[src/inc/gpio_wake_map.svh]
`ifndef GPIO_WAKE_MAP_SVH
`define GPIO_WAKE_MAP_SVH

// Register offsets in the runtime block
`define GLOBAL_EN_ADDR   8'h10
`define MISC_STS_ADDR    8'h11
`define EE_SEL_ADDR      8'h12
`define PME_STS_BASE     8'h20
`define GLOBAL_WAKE_ENABLE_BASE      8'h28
`define SMI_STS_BASE     8'h30
`define SMI_EN_BASE      8'h38
`define DATA_BASE        8'h48
`define LED_ONE_ADDR     8'h5D
`define LED_TWO_ADDR     8'h5E
`define DIR_BASE         8'h60
`define POL_BASE         8'h68
`define OTYPE_BASE       8'h70

// Field positions
`define LED_MODE_LSB     0
`define LED_FUNC_BIT     2
`define GLOBAL_EN_BIT    0

// Field encodings
`define LED_MODE_OFF     2'h0
`define LED_MODE_ON      2'h1
`define LED_MODE_BLINK   2'h2

// Reset values
`define DATA_RESET       48'h0000_0000_0000
`define DIR_RESET        48'hFFFF_FFF7_FFFF
`define POL_RESET        48'h0000_0000_0000
`define OTYPE_RESET      48'hFFFF_FFFF_FFFF
`define EE_SEL_RESET     6'h00
`define LED_RESET        8'h00

// Pin sets, one bit per pin slot ((tens group - 1) * 8 + units)
`define WAKE_MASK        48'h03FF_0AFF_F7FF
`define STANDBY_MASK     48'h03FF_0AF7_F700
`define PIN33_IDX        6'h13

// Timing
`define CLK_HZ           50000000
`define SLOW_HZ          32768
`define SLOW_TICK_CYCLES (`CLK_HZ / `SLOW_HZ)

`endif

[src/inc/gpio_wake_pkg.sv]
`default_nettype none

package gpio_wake_pkg;

    typedef logic [47:0]      pin_vec_t;
    typedef logic [5:0][7:0]  grp_bytes_t;

    typedef struct packed {
        logic       wr;
        logic       rd;
        logic [7:0] addr;
        logic [7:0] wdata;
    } reg_req_t;

    typedef struct packed {
        grp_bytes_t       data;
        grp_bytes_t       dir;
        grp_bytes_t       pol;
        grp_bytes_t       otype;
        pin_vec_t         pme_sts;
        pin_vec_t         global_wake_enable;
        pin_vec_t         smi_sts;
        pin_vec_t         smi_en;
        logic             global_en;
        logic [5:0]       misc;
        logic [5:0]       ee_sel;
        logic [1:0][7:0]  led;
        logic [10:0]      div;
        logic [15:0]      blink_cnt;
        logic             blink_on;
        pin_vec_t         pin_out;
        pin_vec_t         pin_oe;
        logic             wake;
        logic             mgmt;
        logic [7:0]       rdata;
        logic             rvalid;
    } wake_state_t;

endpackage

`default_nettype wire

[src/design/pin_edge_sync.sv]
`default_nettype none

module pin_edge_sync #(
    parameter int W = 50
) (
    // Clock and reset
    input  wire logic         clk,
    input  wire logic         rst,
    // Raw pins
    input  wire logic [W-1:0] raw,
    // Filtered level and edge pulses
    output logic      [W-1:0] level,
    output logic      [W-1:0] rise,
    output logic      [W-1:0] fall
);

    initial begin
        if (W < 1) begin
            $error("pin_edge_sync: W must be at least 1");
        end
    end

    typedef struct packed {
        logic [W-1:0] s1;
        logic [W-1:0] s2;
        logic [W-1:0] s3;
        logic [W-1:0] level;
        logic [W-1:0] rise;
        logic [W-1:0] fall;
        logic [1:0]   arm;
    } sync_state_t;

    sync_state_t q;
    sync_state_t d;

    always_comb begin
        d       = q;
        d.s1    = raw;
        d.s2    = q.s1;
        d.s3    = q.s2;
        d.rise  = '0;
        d.fall  = '0;
        // Settle the first samples without reporting edges
        if (q.arm != 2'h3) begin
            d.arm   = q.arm + 2'h1;
            d.level = q.s2;
        end else begin
            for (int k = 0; k < W; k++) begin
                if (q.s2[k] == q.s3[k] && q.s3[k] != q.level[k]) begin
                    d.level[k] = q.s3[k];
                    d.rise[k]  = q.s3[k];
                    d.fall[k]  = ~q.s3[k];
                end
            end
        end
    end

    always_ff @(posedge clk or posedge rst) begin
        if (rst) begin
            q <= '0;
        end else begin
            q <= d;
        end
    end

    assign level = q.level;
    assign rise  = q.rise;
    assign fall  = q.fall;

endmodule

`default_nettype wire

[src/design/gpio_wake_event_logic.sv]
// Overview of operation
// - Every dedicated wake pin owns a status and enable bit, PME and SMI.
// - PME groups: 2=10-17, 3=20-22,24-27, 4=30-33,41,43,60,61, 5=50-57, 7=34-37.
// - SMI groups: 3 adds 60, 4 drops 60, 5, 7; pins 10-17 use enable group 6.
// - Pins 21,22,41,43,60,61 detect both edges when either-edge mode selected.
// - Either-edge pins own a misc status bit; that misc bit sets on both edges in every mode.
// - Pin 40 never takes part in wake detection.
// - Pin 43 comes up in plain general-purpose mode after reset.
// - Pin 33 resets as low output, reverts non-inverting when main power lost.
// - Standby-capable pins keep detecting and raising PME with main supply off.
// - Either-edge mode ignores direction, polarity and output type of the pin.
// - Polarity still inverts the data register view under either-edge mode.
// - Either-edge transitions request only with mode selected and enable set.
// - Either-edge status bits set on each transition, clear on write of one.
// - Misc status register gathers all six either-edge pins.
// - Status bits record events regardless of enables or either-edge selection.
// - Pins 60 and 61 have independent LED off, on, blink control registers.
// - Standby blinking uses the external slow clock; without it no blinking.
// - Outside either-edge mode polarity picks the setting edge; default rising.
// - PME request needs status, its enable and the global enable all set.
`include "gpio_wake_map.svh"

`default_nettype none

module gpio_wake_event_logic #(
    parameter int BLINK_HALF_TICKS = 16384
) (
    // Clock and reset
    input  wire logic                    clk,
    input  wire logic                    rst,
    // Runtime register port
    input  wire gpio_wake_pkg::reg_req_t reg_req,
    output logic [7:0]                   reg_rdata,
    output logic                         reg_rvalid,
    // General-purpose pins, slot = (tens group - 1) * 8 + units
    input  wire gpio_wake_pkg::pin_vec_t gpio_in,
    output gpio_wake_pkg::pin_vec_t      gpio_out,
    output gpio_wake_pkg::pin_vec_t      gpio_oe,
    // Power status and slow clock pins
    input  wire logic                    main_power_good,
    input  wire logic                    slow_clk_in,
    // Group requests to the power manager
    output logic                         wake_request_out,
    output logic                         mgmt_interrupt_out
);
    import gpio_wake_pkg::*;

    initial begin
        if (BLINK_HALF_TICKS < 1 || BLINK_HALF_TICKS > 65535) begin
            $error("gpio_wake_event_logic: BLINK_HALF_TICKS out of range");
        end
    end

    localparam logic [10:0] SLOW_DIV_LAST = 11'(`SLOW_TICK_CYCLES - 1);
    localparam logic [15:0] BLINK_LAST    = 16'(BLINK_HALF_TICKS - 1);
    localparam pin_vec_t    STANDBY_PINS  = `STANDBY_MASK;

    // Maps a status/enable register bit to its pin slot, MSB = valid
    function automatic logic [6:0] bit_map(input logic smi, input logic [2:0] grp, input logic [2:0] b);
        logic [6:0] m;
        m = 7'h00;
        case (grp)
            3'h2: begin
                if (!smi) begin
                    m = {1'b1, 3'h0, b};
                end
            end
            3'h3: begin
                if (b == 3'h3) begin
                    m = smi ? {1'b1, 6'h28} : 7'h00;
                end else begin
                    m = {1'b1, 3'h1, b};
                end
            end
            3'h4: begin
                case (b)
                    3'h4:    m = {1'b1, 6'h19};
                    3'h5:    m = {1'b1, 6'h1B};
                    3'h6:    m = smi ? {1'b1, 6'h29} : {1'b1, 6'h28};
                    3'h7:    m = smi ? 7'h00 : {1'b1, 6'h29};
                    default: m = {1'b1, 3'h2, b};
                endcase
            end
            3'h5: m = {1'b1, 3'h4, b};
            3'h6: begin
                if (smi) begin
                    m = {1'b1, 3'h0, b};
                end
            end
            3'h7: begin
                if (!b[2]) begin
                    m = {1'b1, 3'h2, 1'b1, b[1:0]};
                end
            end
            default: m = 7'h00;
        endcase
        return m;
    endfunction

    // Either-edge pins in ascending pin order
    function automatic logic [5:0] ee_idx(input int i);
        logic [5:0] r;
        case (i)
            0:       r = 6'h09;
            1:       r = 6'h0A;
            2:       r = 6'h19;
            3:       r = 6'h1B;
            4:       r = 6'h28;
            default: r = 6'h29;
        endcase
        return r;
    endfunction

    wake_state_t q;
    wake_state_t d;

    logic [49:0] sync_level;
    logic [49:0] sync_rise;
    logic [49:0] sync_fall;

    pin_edge_sync #(
        .W (50)
    ) u_sync (
        .clk   (clk),
        .rst   (rst),
        .raw   ({slow_clk_in, main_power_good, gpio_in}),
        .level (sync_level),
        .rise  (sync_rise),
        .fall  (sync_fall)
    );

    pin_vec_t    ee_vec;
    pin_vec_t    pol_eff;
    pin_vec_t    pin_evt;
    pin_vec_t    pme_clr;
    pin_vec_t    smi_clr;
    pin_vec_t    in_view;
    logic [5:0]  misc_set;
    logic [5:0]  misc_clr;
    logic        main_on;
    logic        tick;
    logic [6:0]  m;
    logic [2:0]  grp;
    logic [7:0]  rd_val;
    logic [7:0]  out_byte;
    logic        led_sel;
    logic [1:0]  led_mode;

    always_comb begin
        d        = q;
        ee_vec   = '0;
        pme_clr  = '0;
        smi_clr  = '0;
        misc_set = '0;
        misc_clr = '0;
        rd_val   = 8'h00;
        m        = 7'h00;
        out_byte = 8'h00;
        led_sel  = 1'b0;
        led_mode = `LED_MODE_OFF;
        grp      = reg_req.addr[2:0];
        main_on  = sync_level[48];

        for (int i = 0; i < 6; i++) begin
            ee_vec[ee_idx(i)] = q.ee_sel[i];
        end

        pol_eff = q.pol;
        // Losing main power forces the low-output pin back to plain polarity
        if (!main_on) begin
            pol_eff[`PIN33_IDX] = 1'b0;
        end

        // Edge selection per pin; masks drop pin 40 and main-only pins
        for (int k = 0; k < 48; k++) begin
            if (ee_vec[k]) begin
                pin_evt[k] = sync_rise[k] | sync_fall[k];
            end else begin
                pin_evt[k] = pol_eff[k] ? sync_fall[k] : sync_rise[k];
            end
        end
        pin_evt = pin_evt & `WAKE_MASK & (main_on ? {48{1'b1}} : `STANDBY_MASK);

        // Misc status catches both edges whatever the mode
        for (int i = 0; i < 6; i++) begin
            misc_set[i] = (sync_rise[ee_idx(i)] | sync_fall[ee_idx(i)])
                          & (main_on | STANDBY_PINS[ee_idx(i)]);
        end

        in_view = sync_level[47:0] ^ pol_eff;

        // Register writes
        if (reg_req.wr) begin
            case (reg_req.addr[7:3])
                `PME_STS_BASE >> 3, `SMI_STS_BASE >> 3: begin
                    for (int b = 0; b < 8; b++) begin
                        m = bit_map(reg_req.addr[4], grp, 3'(b));
                        if (m[6] && reg_req.wdata[b]) begin
                            if (reg_req.addr[4]) begin
                                smi_clr[m[5:0]] = 1'b1;
                            end else begin
                                pme_clr[m[5:0]] = 1'b1;
                            end
                        end
                    end
                end
                `GLOBAL_WAKE_ENABLE_BASE >> 3, `SMI_EN_BASE >> 3: begin
                    for (int b = 0; b < 8; b++) begin
                        m = bit_map(reg_req.addr[4], grp, 3'(b));
                        if (m[6]) begin
                            if (reg_req.addr[4]) begin
                                d.smi_en[m[5:0]] = reg_req.wdata[b];
                            end else begin
                                d.global_wake_enable[m[5:0]] = reg_req.wdata[b];
                            end
                        end
                    end
                end
                `DATA_BASE >> 3: begin
                    // Bits of input pins ignore the write
                    if (grp < 3'h6) begin
                        d.data[grp] = (q.data[grp] & q.dir[grp]) | (reg_req.wdata & ~q.dir[grp]);
                    end
                end
                `DIR_BASE >> 3: begin
                    if (grp < 3'h6) begin
                        d.dir[grp] = reg_req.wdata;
                    end
                end
                `POL_BASE >> 3: begin
                    if (grp < 3'h6) begin
                        d.pol[grp] = reg_req.wdata;
                    end
                end
                `OTYPE_BASE >> 3: begin
                    if (grp < 3'h6) begin
                        d.otype[grp] = reg_req.wdata;
                    end
                end
                default: begin
                    case (reg_req.addr)
                        `GLOBAL_EN_ADDR: d.global_en = reg_req.wdata[`GLOBAL_EN_BIT];
                        `MISC_STS_ADDR:  misc_clr    = reg_req.wdata[5:0];
                        `EE_SEL_ADDR:    d.ee_sel    = reg_req.wdata[5:0];
                        `LED_ONE_ADDR:   d.led[0]    = reg_req.wdata;
                        `LED_TWO_ADDR:   d.led[1]    = reg_req.wdata;
                        default: ;
                    endcase
                end
            endcase
        end

        // New events win over a same-cycle clear
        d.pme_sts = (q.pme_sts & ~pme_clr) | pin_evt;
        d.smi_sts = (q.smi_sts & ~smi_clr) | pin_evt;
        d.misc    = (q.misc & ~misc_clr) | misc_set;

        // Register reads, answered one cycle later
        if (reg_req.rd) begin
            case (reg_req.addr[7:3])
                `PME_STS_BASE >> 3, `GLOBAL_WAKE_ENABLE_BASE >> 3, `SMI_STS_BASE >> 3, `SMI_EN_BASE >> 3: begin
                    for (int b = 0; b < 8; b++) begin
                        m = bit_map(reg_req.addr[4], grp, 3'(b));
                        if (m[6]) begin
                            case (reg_req.addr[4:3])
                                2'h0:    rd_val[b] = q.pme_sts[m[5:0]];
                                2'h1:    rd_val[b] = q.global_wake_enable[m[5:0]];
                                2'h2:    rd_val[b] = q.smi_sts[m[5:0]];
                                default: rd_val[b] = q.smi_en[m[5:0]];
                            endcase
                        end
                    end
                end
                `DATA_BASE >> 3: begin
                    if (grp < 3'h6) begin
                        for (int b = 0; b < 8; b++) begin
                            if (q.dir[grp][b] || ee_vec[{grp, 3'(b)}]) begin
                                rd_val[b] = in_view[{grp, 3'(b)}];
                            end else begin
                                rd_val[b] = q.data[grp][b];
                            end
                        end
                    end
                end
                `DIR_BASE >> 3:   rd_val = (grp < 3'h6) ? q.dir[grp] : 8'h00;
                `POL_BASE >> 3:   rd_val = (grp < 3'h6) ? q.pol[grp] : 8'h00;
                `OTYPE_BASE >> 3: rd_val = (grp < 3'h6) ? q.otype[grp] : 8'h00;
                default: begin
                    case (reg_req.addr)
                        `GLOBAL_EN_ADDR: rd_val = {7'h00, q.global_en};
                        `MISC_STS_ADDR:  rd_val = {2'h0, q.misc};
                        `EE_SEL_ADDR:    rd_val = {2'h0, q.ee_sel};
                        `LED_ONE_ADDR:   rd_val = q.led[0];
                        `LED_TWO_ADDR:   rd_val = q.led[1];
                        default:         rd_val = 8'h00;
                    endcase
                end
            endcase
        end
        d.rdata  = rd_val;
        d.rvalid = reg_req.rd;

        // Slow tick: internal divider on main power, external clock on standby
        if (!main_on || q.div == SLOW_DIV_LAST) begin
            d.div = 11'h000;
        end else begin
            d.div = q.div + 11'h001;
        end
        tick = main_on ? (q.div == SLOW_DIV_LAST) : sync_rise[49];
        if (tick) begin
            if (q.blink_cnt == BLINK_LAST) begin
                d.blink_cnt = 16'h0000;
                d.blink_on  = ~q.blink_on;
            end else begin
                d.blink_cnt = q.blink_cnt + 16'h0001;
            end
        end

        // Pin drivers; output type bit set means open drain
        for (int k = 0; k < 48; k++) begin
            out_byte[0] = q.data[k / 8][k % 8] ^ pol_eff[k];
            led_sel     = 1'b0;
            if (k == 40 || k == 41) begin
                led_sel  = q.led[k - 40][`LED_FUNC_BIT];
                led_mode = q.led[k - 40][`LED_MODE_LSB +: 2];
            end
            if (led_sel) begin
                // LED lit means pin driven low, so open drain sinks current
                out_byte[0] = ~((led_mode == `LED_MODE_ON) ||
                                (led_mode == `LED_MODE_BLINK && q.blink_on));
            end
            d.pin_out[k] = out_byte[0];
            if (ee_vec[k]) begin
                d.pin_oe[k] = 1'b0;
            end else if (!led_sel && q.dir[k / 8][k % 8]) begin
                d.pin_oe[k] = 1'b0;
            end else if (!main_on && k == int'(`PIN33_IDX)) begin
                d.pin_oe[k] = 1'b1;
            end else begin
                d.pin_oe[k] = !q.otype[k / 8][k % 8] || !out_byte[0];
            end
        end

        // Group requests
        d.wake = q.global_en && |(q.pme_sts & q.global_wake_enable & `WAKE_MASK);
        d.mgmt = |(q.smi_sts & q.smi_en & `WAKE_MASK);
    end

    always_ff @(posedge clk or posedge rst) begin
        if (rst) begin
            q           <= '0;
            q.data      <= `DATA_RESET;
            q.dir       <= `DIR_RESET;
            q.pol       <= `POL_RESET;
            q.otype     <= `OTYPE_RESET;
            q.ee_sel    <= `EE_SEL_RESET;
            q.led[0]    <= `LED_RESET;
            q.led[1]    <= `LED_RESET;
        end else begin
            q <= d;
        end
    end

    assign reg_rdata          = q.rdata;
    assign reg_rvalid         = q.rvalid;
    assign gpio_out           = q.pin_out;
    assign gpio_oe            = q.pin_oe;
    assign wake_request_out   = q.wake;
    assign mgmt_interrupt_out = q.mgmt;

endmodule

`default_nettype wire

[config.mk]
export PLATFORM = sky130hd
export DESIGN_NAME = gpio_wake_event_logic
export DESIGN_NICKNAME = d
export VERILOG_FILES = /design/src/inc/gpio_wake_pkg.sv /design/src/design/pin_edge_sync.sv /design/src/design/gpio_wake_event_logic.sv
export VERILOG_INCLUDE_DIRS = /design/src /design/src/inc
export SDC_FILE = /design/constraint.sdc
export NUM_CORES = 2
export LEC_CHECK = 0
export ABC_CLOCK_PERIOD_IN_PS = 29900
export BUFFER_PORTS_ARGS = -buffer_cell sky130_fd_sc_hd__buf_2
export CAP_MARGIN = 15
export CORE_MARGIN = 2
export CORE_UTILIZATION = 35
export CTS_CLUSTER_DIAMETER = 200
export DETAILED_ROUTE_END_ITERATION = 8
export PLACE_DENSITY = 0.49
export SKIP_LAST_GASP = 1
export SLEW_MARGIN = 20
export SYNTH_ARGS = -nofsm -noshare
export SYNTH_HDL_FRONTEND = slang
export SYNTH_SLANG_ARGS = --single-unit
[constraint.sdc]
create_clock -name clk -period 29.9 [get_ports clk]
set_input_delay 2.99 -clock clk [delete_from_list [all_inputs] [get_ports clk]]
set_output_delay 2.99 -clock clk [all_outputs]
set_load 0.01 [all_outputs]
==> impl_metrics.xml <==
<?xml version="1.0" encoding="UTF-8"?>
<metrics>
  <group name="run_status">
    <metric name="outcome" unit="">completed</metric>
  </group>
  <group name="placed_design">
    <metric name="globalplace.congestion" unit="">1.00</metric>
    <metric name="placement.io_buffers" unit="">176</metric>
    <metric name="place_area" unit="um^2">35500</metric>
    <metric name="dp_hpwl" unit="um">95800</metric>
  </group>
  <group name="floorplanning">
    <metric name="rows" unit="">114</metric>
    <metric name="core_area" unit="um^2">96900</metric>
    <metric name="die-width" unit="um">317</metric>
    <metric name="start_util" unit="">0.353</metric>
    <metric name="die_height" unit="um">317</metric>
    <metric name="fp.dieArea" unit="um^2">100000</metric>
    <metric name="top_level_ports" unit="">177</metric>
  </group>
  <group name="sta">
    <metric name="clock-skew-final" unit="ns">0.0487</metric>
    <metric name="worst_slew_pin_slew" unit="ns">1.08</metric>
    <metric name="setup_total_negative_slack" unit="ns">0</metric>
    <metric name="layout_worst_path_cycle_share" unit="">0.205</metric>
    <metric name="timing_max_transition_violations_final" unit="">0</metric>
    <metric name="setup_repair_after_global_routing_missed_its_margin" unit="">no</metric>
    <metric name="hold_viol" unit="">0</metric>
    <metric name="max_slew_margin" unit="">0.278</metric>
    <metric name="maxClockFrequency" unit="MHz">163</metric>
    <metric name="final_setup_viols" unit="">0</metric>
    <metric name="final.min_clock_period" unit="ns">6.12</metric>
  </group>
  <group name="global_routing">
    <metric name="maximum_number_of_pins_on_one_net_before_global_route_repair" unit="">174</metric>
    <metric name="globalRouteMet1Util" unit="">0.383</metric>
    <metric name="track_usage" unit="">0.264</metric>
    <metric name="groute.layer.met2.usage" unit="">0.395</metric>
    <metric name="antenna_found_initial" unit="">7</metric>
    <metric name="busiest_layer" unit="">met2</metric>
    <metric name="global_route_wire_length_before_repair" unit="um">188000</metric>
    <metric name="grt_pass1_vias" unit="">24842</metric>
    <metric name="globalRouteMet3Util" unit="">0.0501</metric>
    <metric name="grt-ovfl-total" unit="">0</metric>
  </group>
  <group name="drt">
    <metric name="drt-vias-per-instance" unit="">5.71</metric>
    <metric name="first_pass_iters" unit="">7</metric>
    <metric name="routedWlPerCell" unit="um">30.2</metric>
    <metric name="route.detailed.drc" unit="">0</metric>
    <metric name="initialDrtViolationCount" unit="">2975</metric>
    <metric name="routed_wirelength" unit="um">132000</metric>
    <metric name="vias" unit="">24981</metric>
    <metric name="ant_nets" unit="">0</metric>
  </group>
  <group name="power_and_ir_drop">
    <metric name="peakVddDrop" unit="mV">0.0436</metric>
    <metric name="leakage" unit="nW">16.6</metric>
    <metric name="total_power_after_layout" unit="W">0.00246</metric>
    <metric name="power_density" unit="nW/um^2">64.0</metric>
  </group>
  <group name="critical_path">
    <metric name="required" unit="ns">30.44</metric>
    <metric name="r2r.worst_path.cells" unit="">6</metric>
    <metric name="type_of_destination_of_the_critical_path" unit="">flip-flop</metric>
    <metric name="critPathKind" unit="">primary input to flip-flop</metric>
    <metric name="crit_fanout" unit="">91</metric>
    <metric name="worst_path_arrival_time" unit="ns">6.66</metric>
    <metric name="worstSetupStartpointType" unit="">primary input</metric>
  </group>
  <group name="clocking">
    <metric name="clock_tree.buffer_depth" unit="">3</metric>
    <metric name="cts_tree" unit="">done</metric>
    <metric name="clkLatencyLatePin" unit="ns">0.69</metric>
    <metric name="cts_htree_levels" unit="">3</metric>
    <metric name="cts_hold_buffers" unit="">0</metric>
    <metric name="ctsResizeCount" unit="">0</metric>
    <metric name="clkSlewWorstSetupHoldPaths" unit="ns">0.06</metric>
    <metric name="numClockSinks" unit="">769</metric>
    <metric name="clock-root-buffer" unit="">clkbuf_16</metric>
    <metric name="numCtsBuffers" unit="">86</metric>
    <metric name="post_cts_setup_buffer_count" unit="">0</metric>
  </group>
  <group name="synth">
    <metric name="synthTopCellsByArea" unit="">dfrtp_1 (49%), mux2_2 (8.0%), dfstp_2 (7.3%)</metric>
    <metric name="async_set_or_reset_register_ratio_after_synthesis" unit="">1.00</metric>
    <metric name="synthesis.nets" unit="">3065</metric>
    <metric name="yosys.cell_count.top_type" unit="">dfrtp_1</metric>
    <metric name="instance_count_of_the_mapped_netlist" unit="">2991</metric>
    <metric name="synth_top_area_share" unit="">0.493</metric>
    <metric name="synth_edf_count" unit="">0</metric>
    <metric name="synth_top_cells_by_count" unit="">dfrtp_1 (674), nand2_1 (295), o21ai_0 (249)</metric>
    <metric name="syn_avg_cell_area" unit="um^2">11.4</metric>
    <metric name="ys_warn_count" unit="">0</metric>
    <metric name="dominantRegCellSynth" unit="">dfrtp_1</metric>
    <metric name="ys_types" unit="">88</metric>
    <metric name="netlist_area" unit="um^2">34200</metric>
    <metric name="postSynthRegisterBits" unit="">769</metric>
    <metric name="synth_top_area_cell" unit="">dfrtp_1</metric>
    <metric name="synth.yosys.seq_area_share" unit="">0.566</metric>
  </group>
  <group name="min_path">
    <metric name="min_delay_path_depth" unit="">0</metric>
    <metric name="min-delay-path-class" unit="">flip-flop to flip-flop</metric>
  </group>
  <group name="layout">
    <metric name="syn2layout_area_growth" unit="%">12.3</metric>
    <metric name="finish.instance_area" unit="um^2">38400</metric>
    <metric name="nFillCells" unit="">9197</metric>
    <metric name="final_layout_net_count" unit="">3097</metric>
    <metric name="drive_gt1_frac" unit="">0.235</metric>
  </group>
  <group name="run">
    <metric name="maxCapViolCount" unit="">0</metric>
  </group>
</metrics>
-- path summary, 6_finish.rpt --
path                                          from                       to  slack [ns]
setup / recovery                        reg_req[8]   reg_rdata[3]$_DFF_PP0_       23.78
hold reg to reg            u_sync.d[218]$_DFF_PP0_  u_sync.d[168]$_DFF_PP0_        0.35
setup reg to reg                  q[308]$_DFF_PP0_   reg_rdata[1]$_DFF_PP0_       27.19
min in group asynchronous                      rst  u_sync.d[243]$_DFF_PP0_        2.48
hold / removal             u_sync.d[218]$_DFF_PP0_  u_sync.d[168]$_DFF_PP0_        0.35
max in group asynchronous                      rst   gpio_out[43]$_DFF_PP0_       24.20
-- sequential cells by signal, summed over array words and instances (netlist names) --
name and flops:
mgmt_interrupt_out 1, q 334, reg_rvalid 1, pol_eff 47
gpio_out 48, u_sync.q 52, led_mode 2, ee_vec 6
u_sync.level 50, reg_rdata 8, u_sync.d 100, wake_request_out 1
gpio_oe 48, u_sync.fall 35, u_sync.rise 36
-- report_power, final --
part	internal [W]	switching, W
combinational	0.0000739	0.000146
sequential	0.00110	0.0000532
clock	0.000642	0.000446
total	0.00181	0.000645
-- cell usage in the layout (no fill, tap or decap), drive strengths merged, types with 73 or more instances in the layout --
cell type  count
a21oi        187
buf          215
clkbuf       127
dfrtp        674
dfstp         95
mux2         243
mux2i        106
nand2        295
nor2         129
o21ai        250
xor2          73
-- metal layers --
metal	vias up	part of all wire	wire length, um
met5	-	0.000091	12
met4	2	0.035	4600
met3	193	0.085	11200
met2	1190	0.44	57900
met1	12933	0.44	58400
li1	10663	-	-
-- worst max-delay path: stages --
cell	delay, ns
buf_6	0.44
buf_12	0.46
buf_4	0.63
inv_2	0.46
maj3_1	0.49
o21a_1	0.19
o211a_1	0.21
a21oi_1	0.55
o31ai_1	0.17
-- area by class of cell --
cell class,count,area [um^2],share of cell area
inverters,36,143,0.00371
multi-input cells,1915,13200,0.343
repair buffers,215,1210,0.0316
well taps,1276,1600,0.0416
clock buffers,127,2500,0.0650
clock inverters,33,422,0.0110
diodes,2,5.00,0.000130
flip-flops and latches,769,19400,0.504
-- logic make-up (layout without fill, tap and decap cells) --
group | Yosys count | count (layout) | share of synthesized area
DFF | 769 | 769 | 0.566
and+or+nand+nor | 718 | 718 | 0.106
AOI/OAI and AO/OA | 713 | 713 | 0.128
muxes | 360 | 360 | 0.118
buffers and inverters | 307 | 411 | 0.0497
xor gates and xnor gates | 119 | 119 | 0.0305
adders and majority gates | 5 | 5 | 0.00176
other | 0 | 2 | 0
-- metrics by stage --
step	worst slack, ns	utilization	hold WS, ns	cells
final	23.78	0.397	0.346	4373
after global routing	23.57	0.397	0.354	4371
after detailed placement	23.11	0.366	0.335	4211
after floorplan	5.48	-	0.331	2991
after CTS	23.83	0.397	0.348	4371
after global placement	23.16	0.366	0.335	4211
No activity file was read; power rests on OpenSTA's default activity.
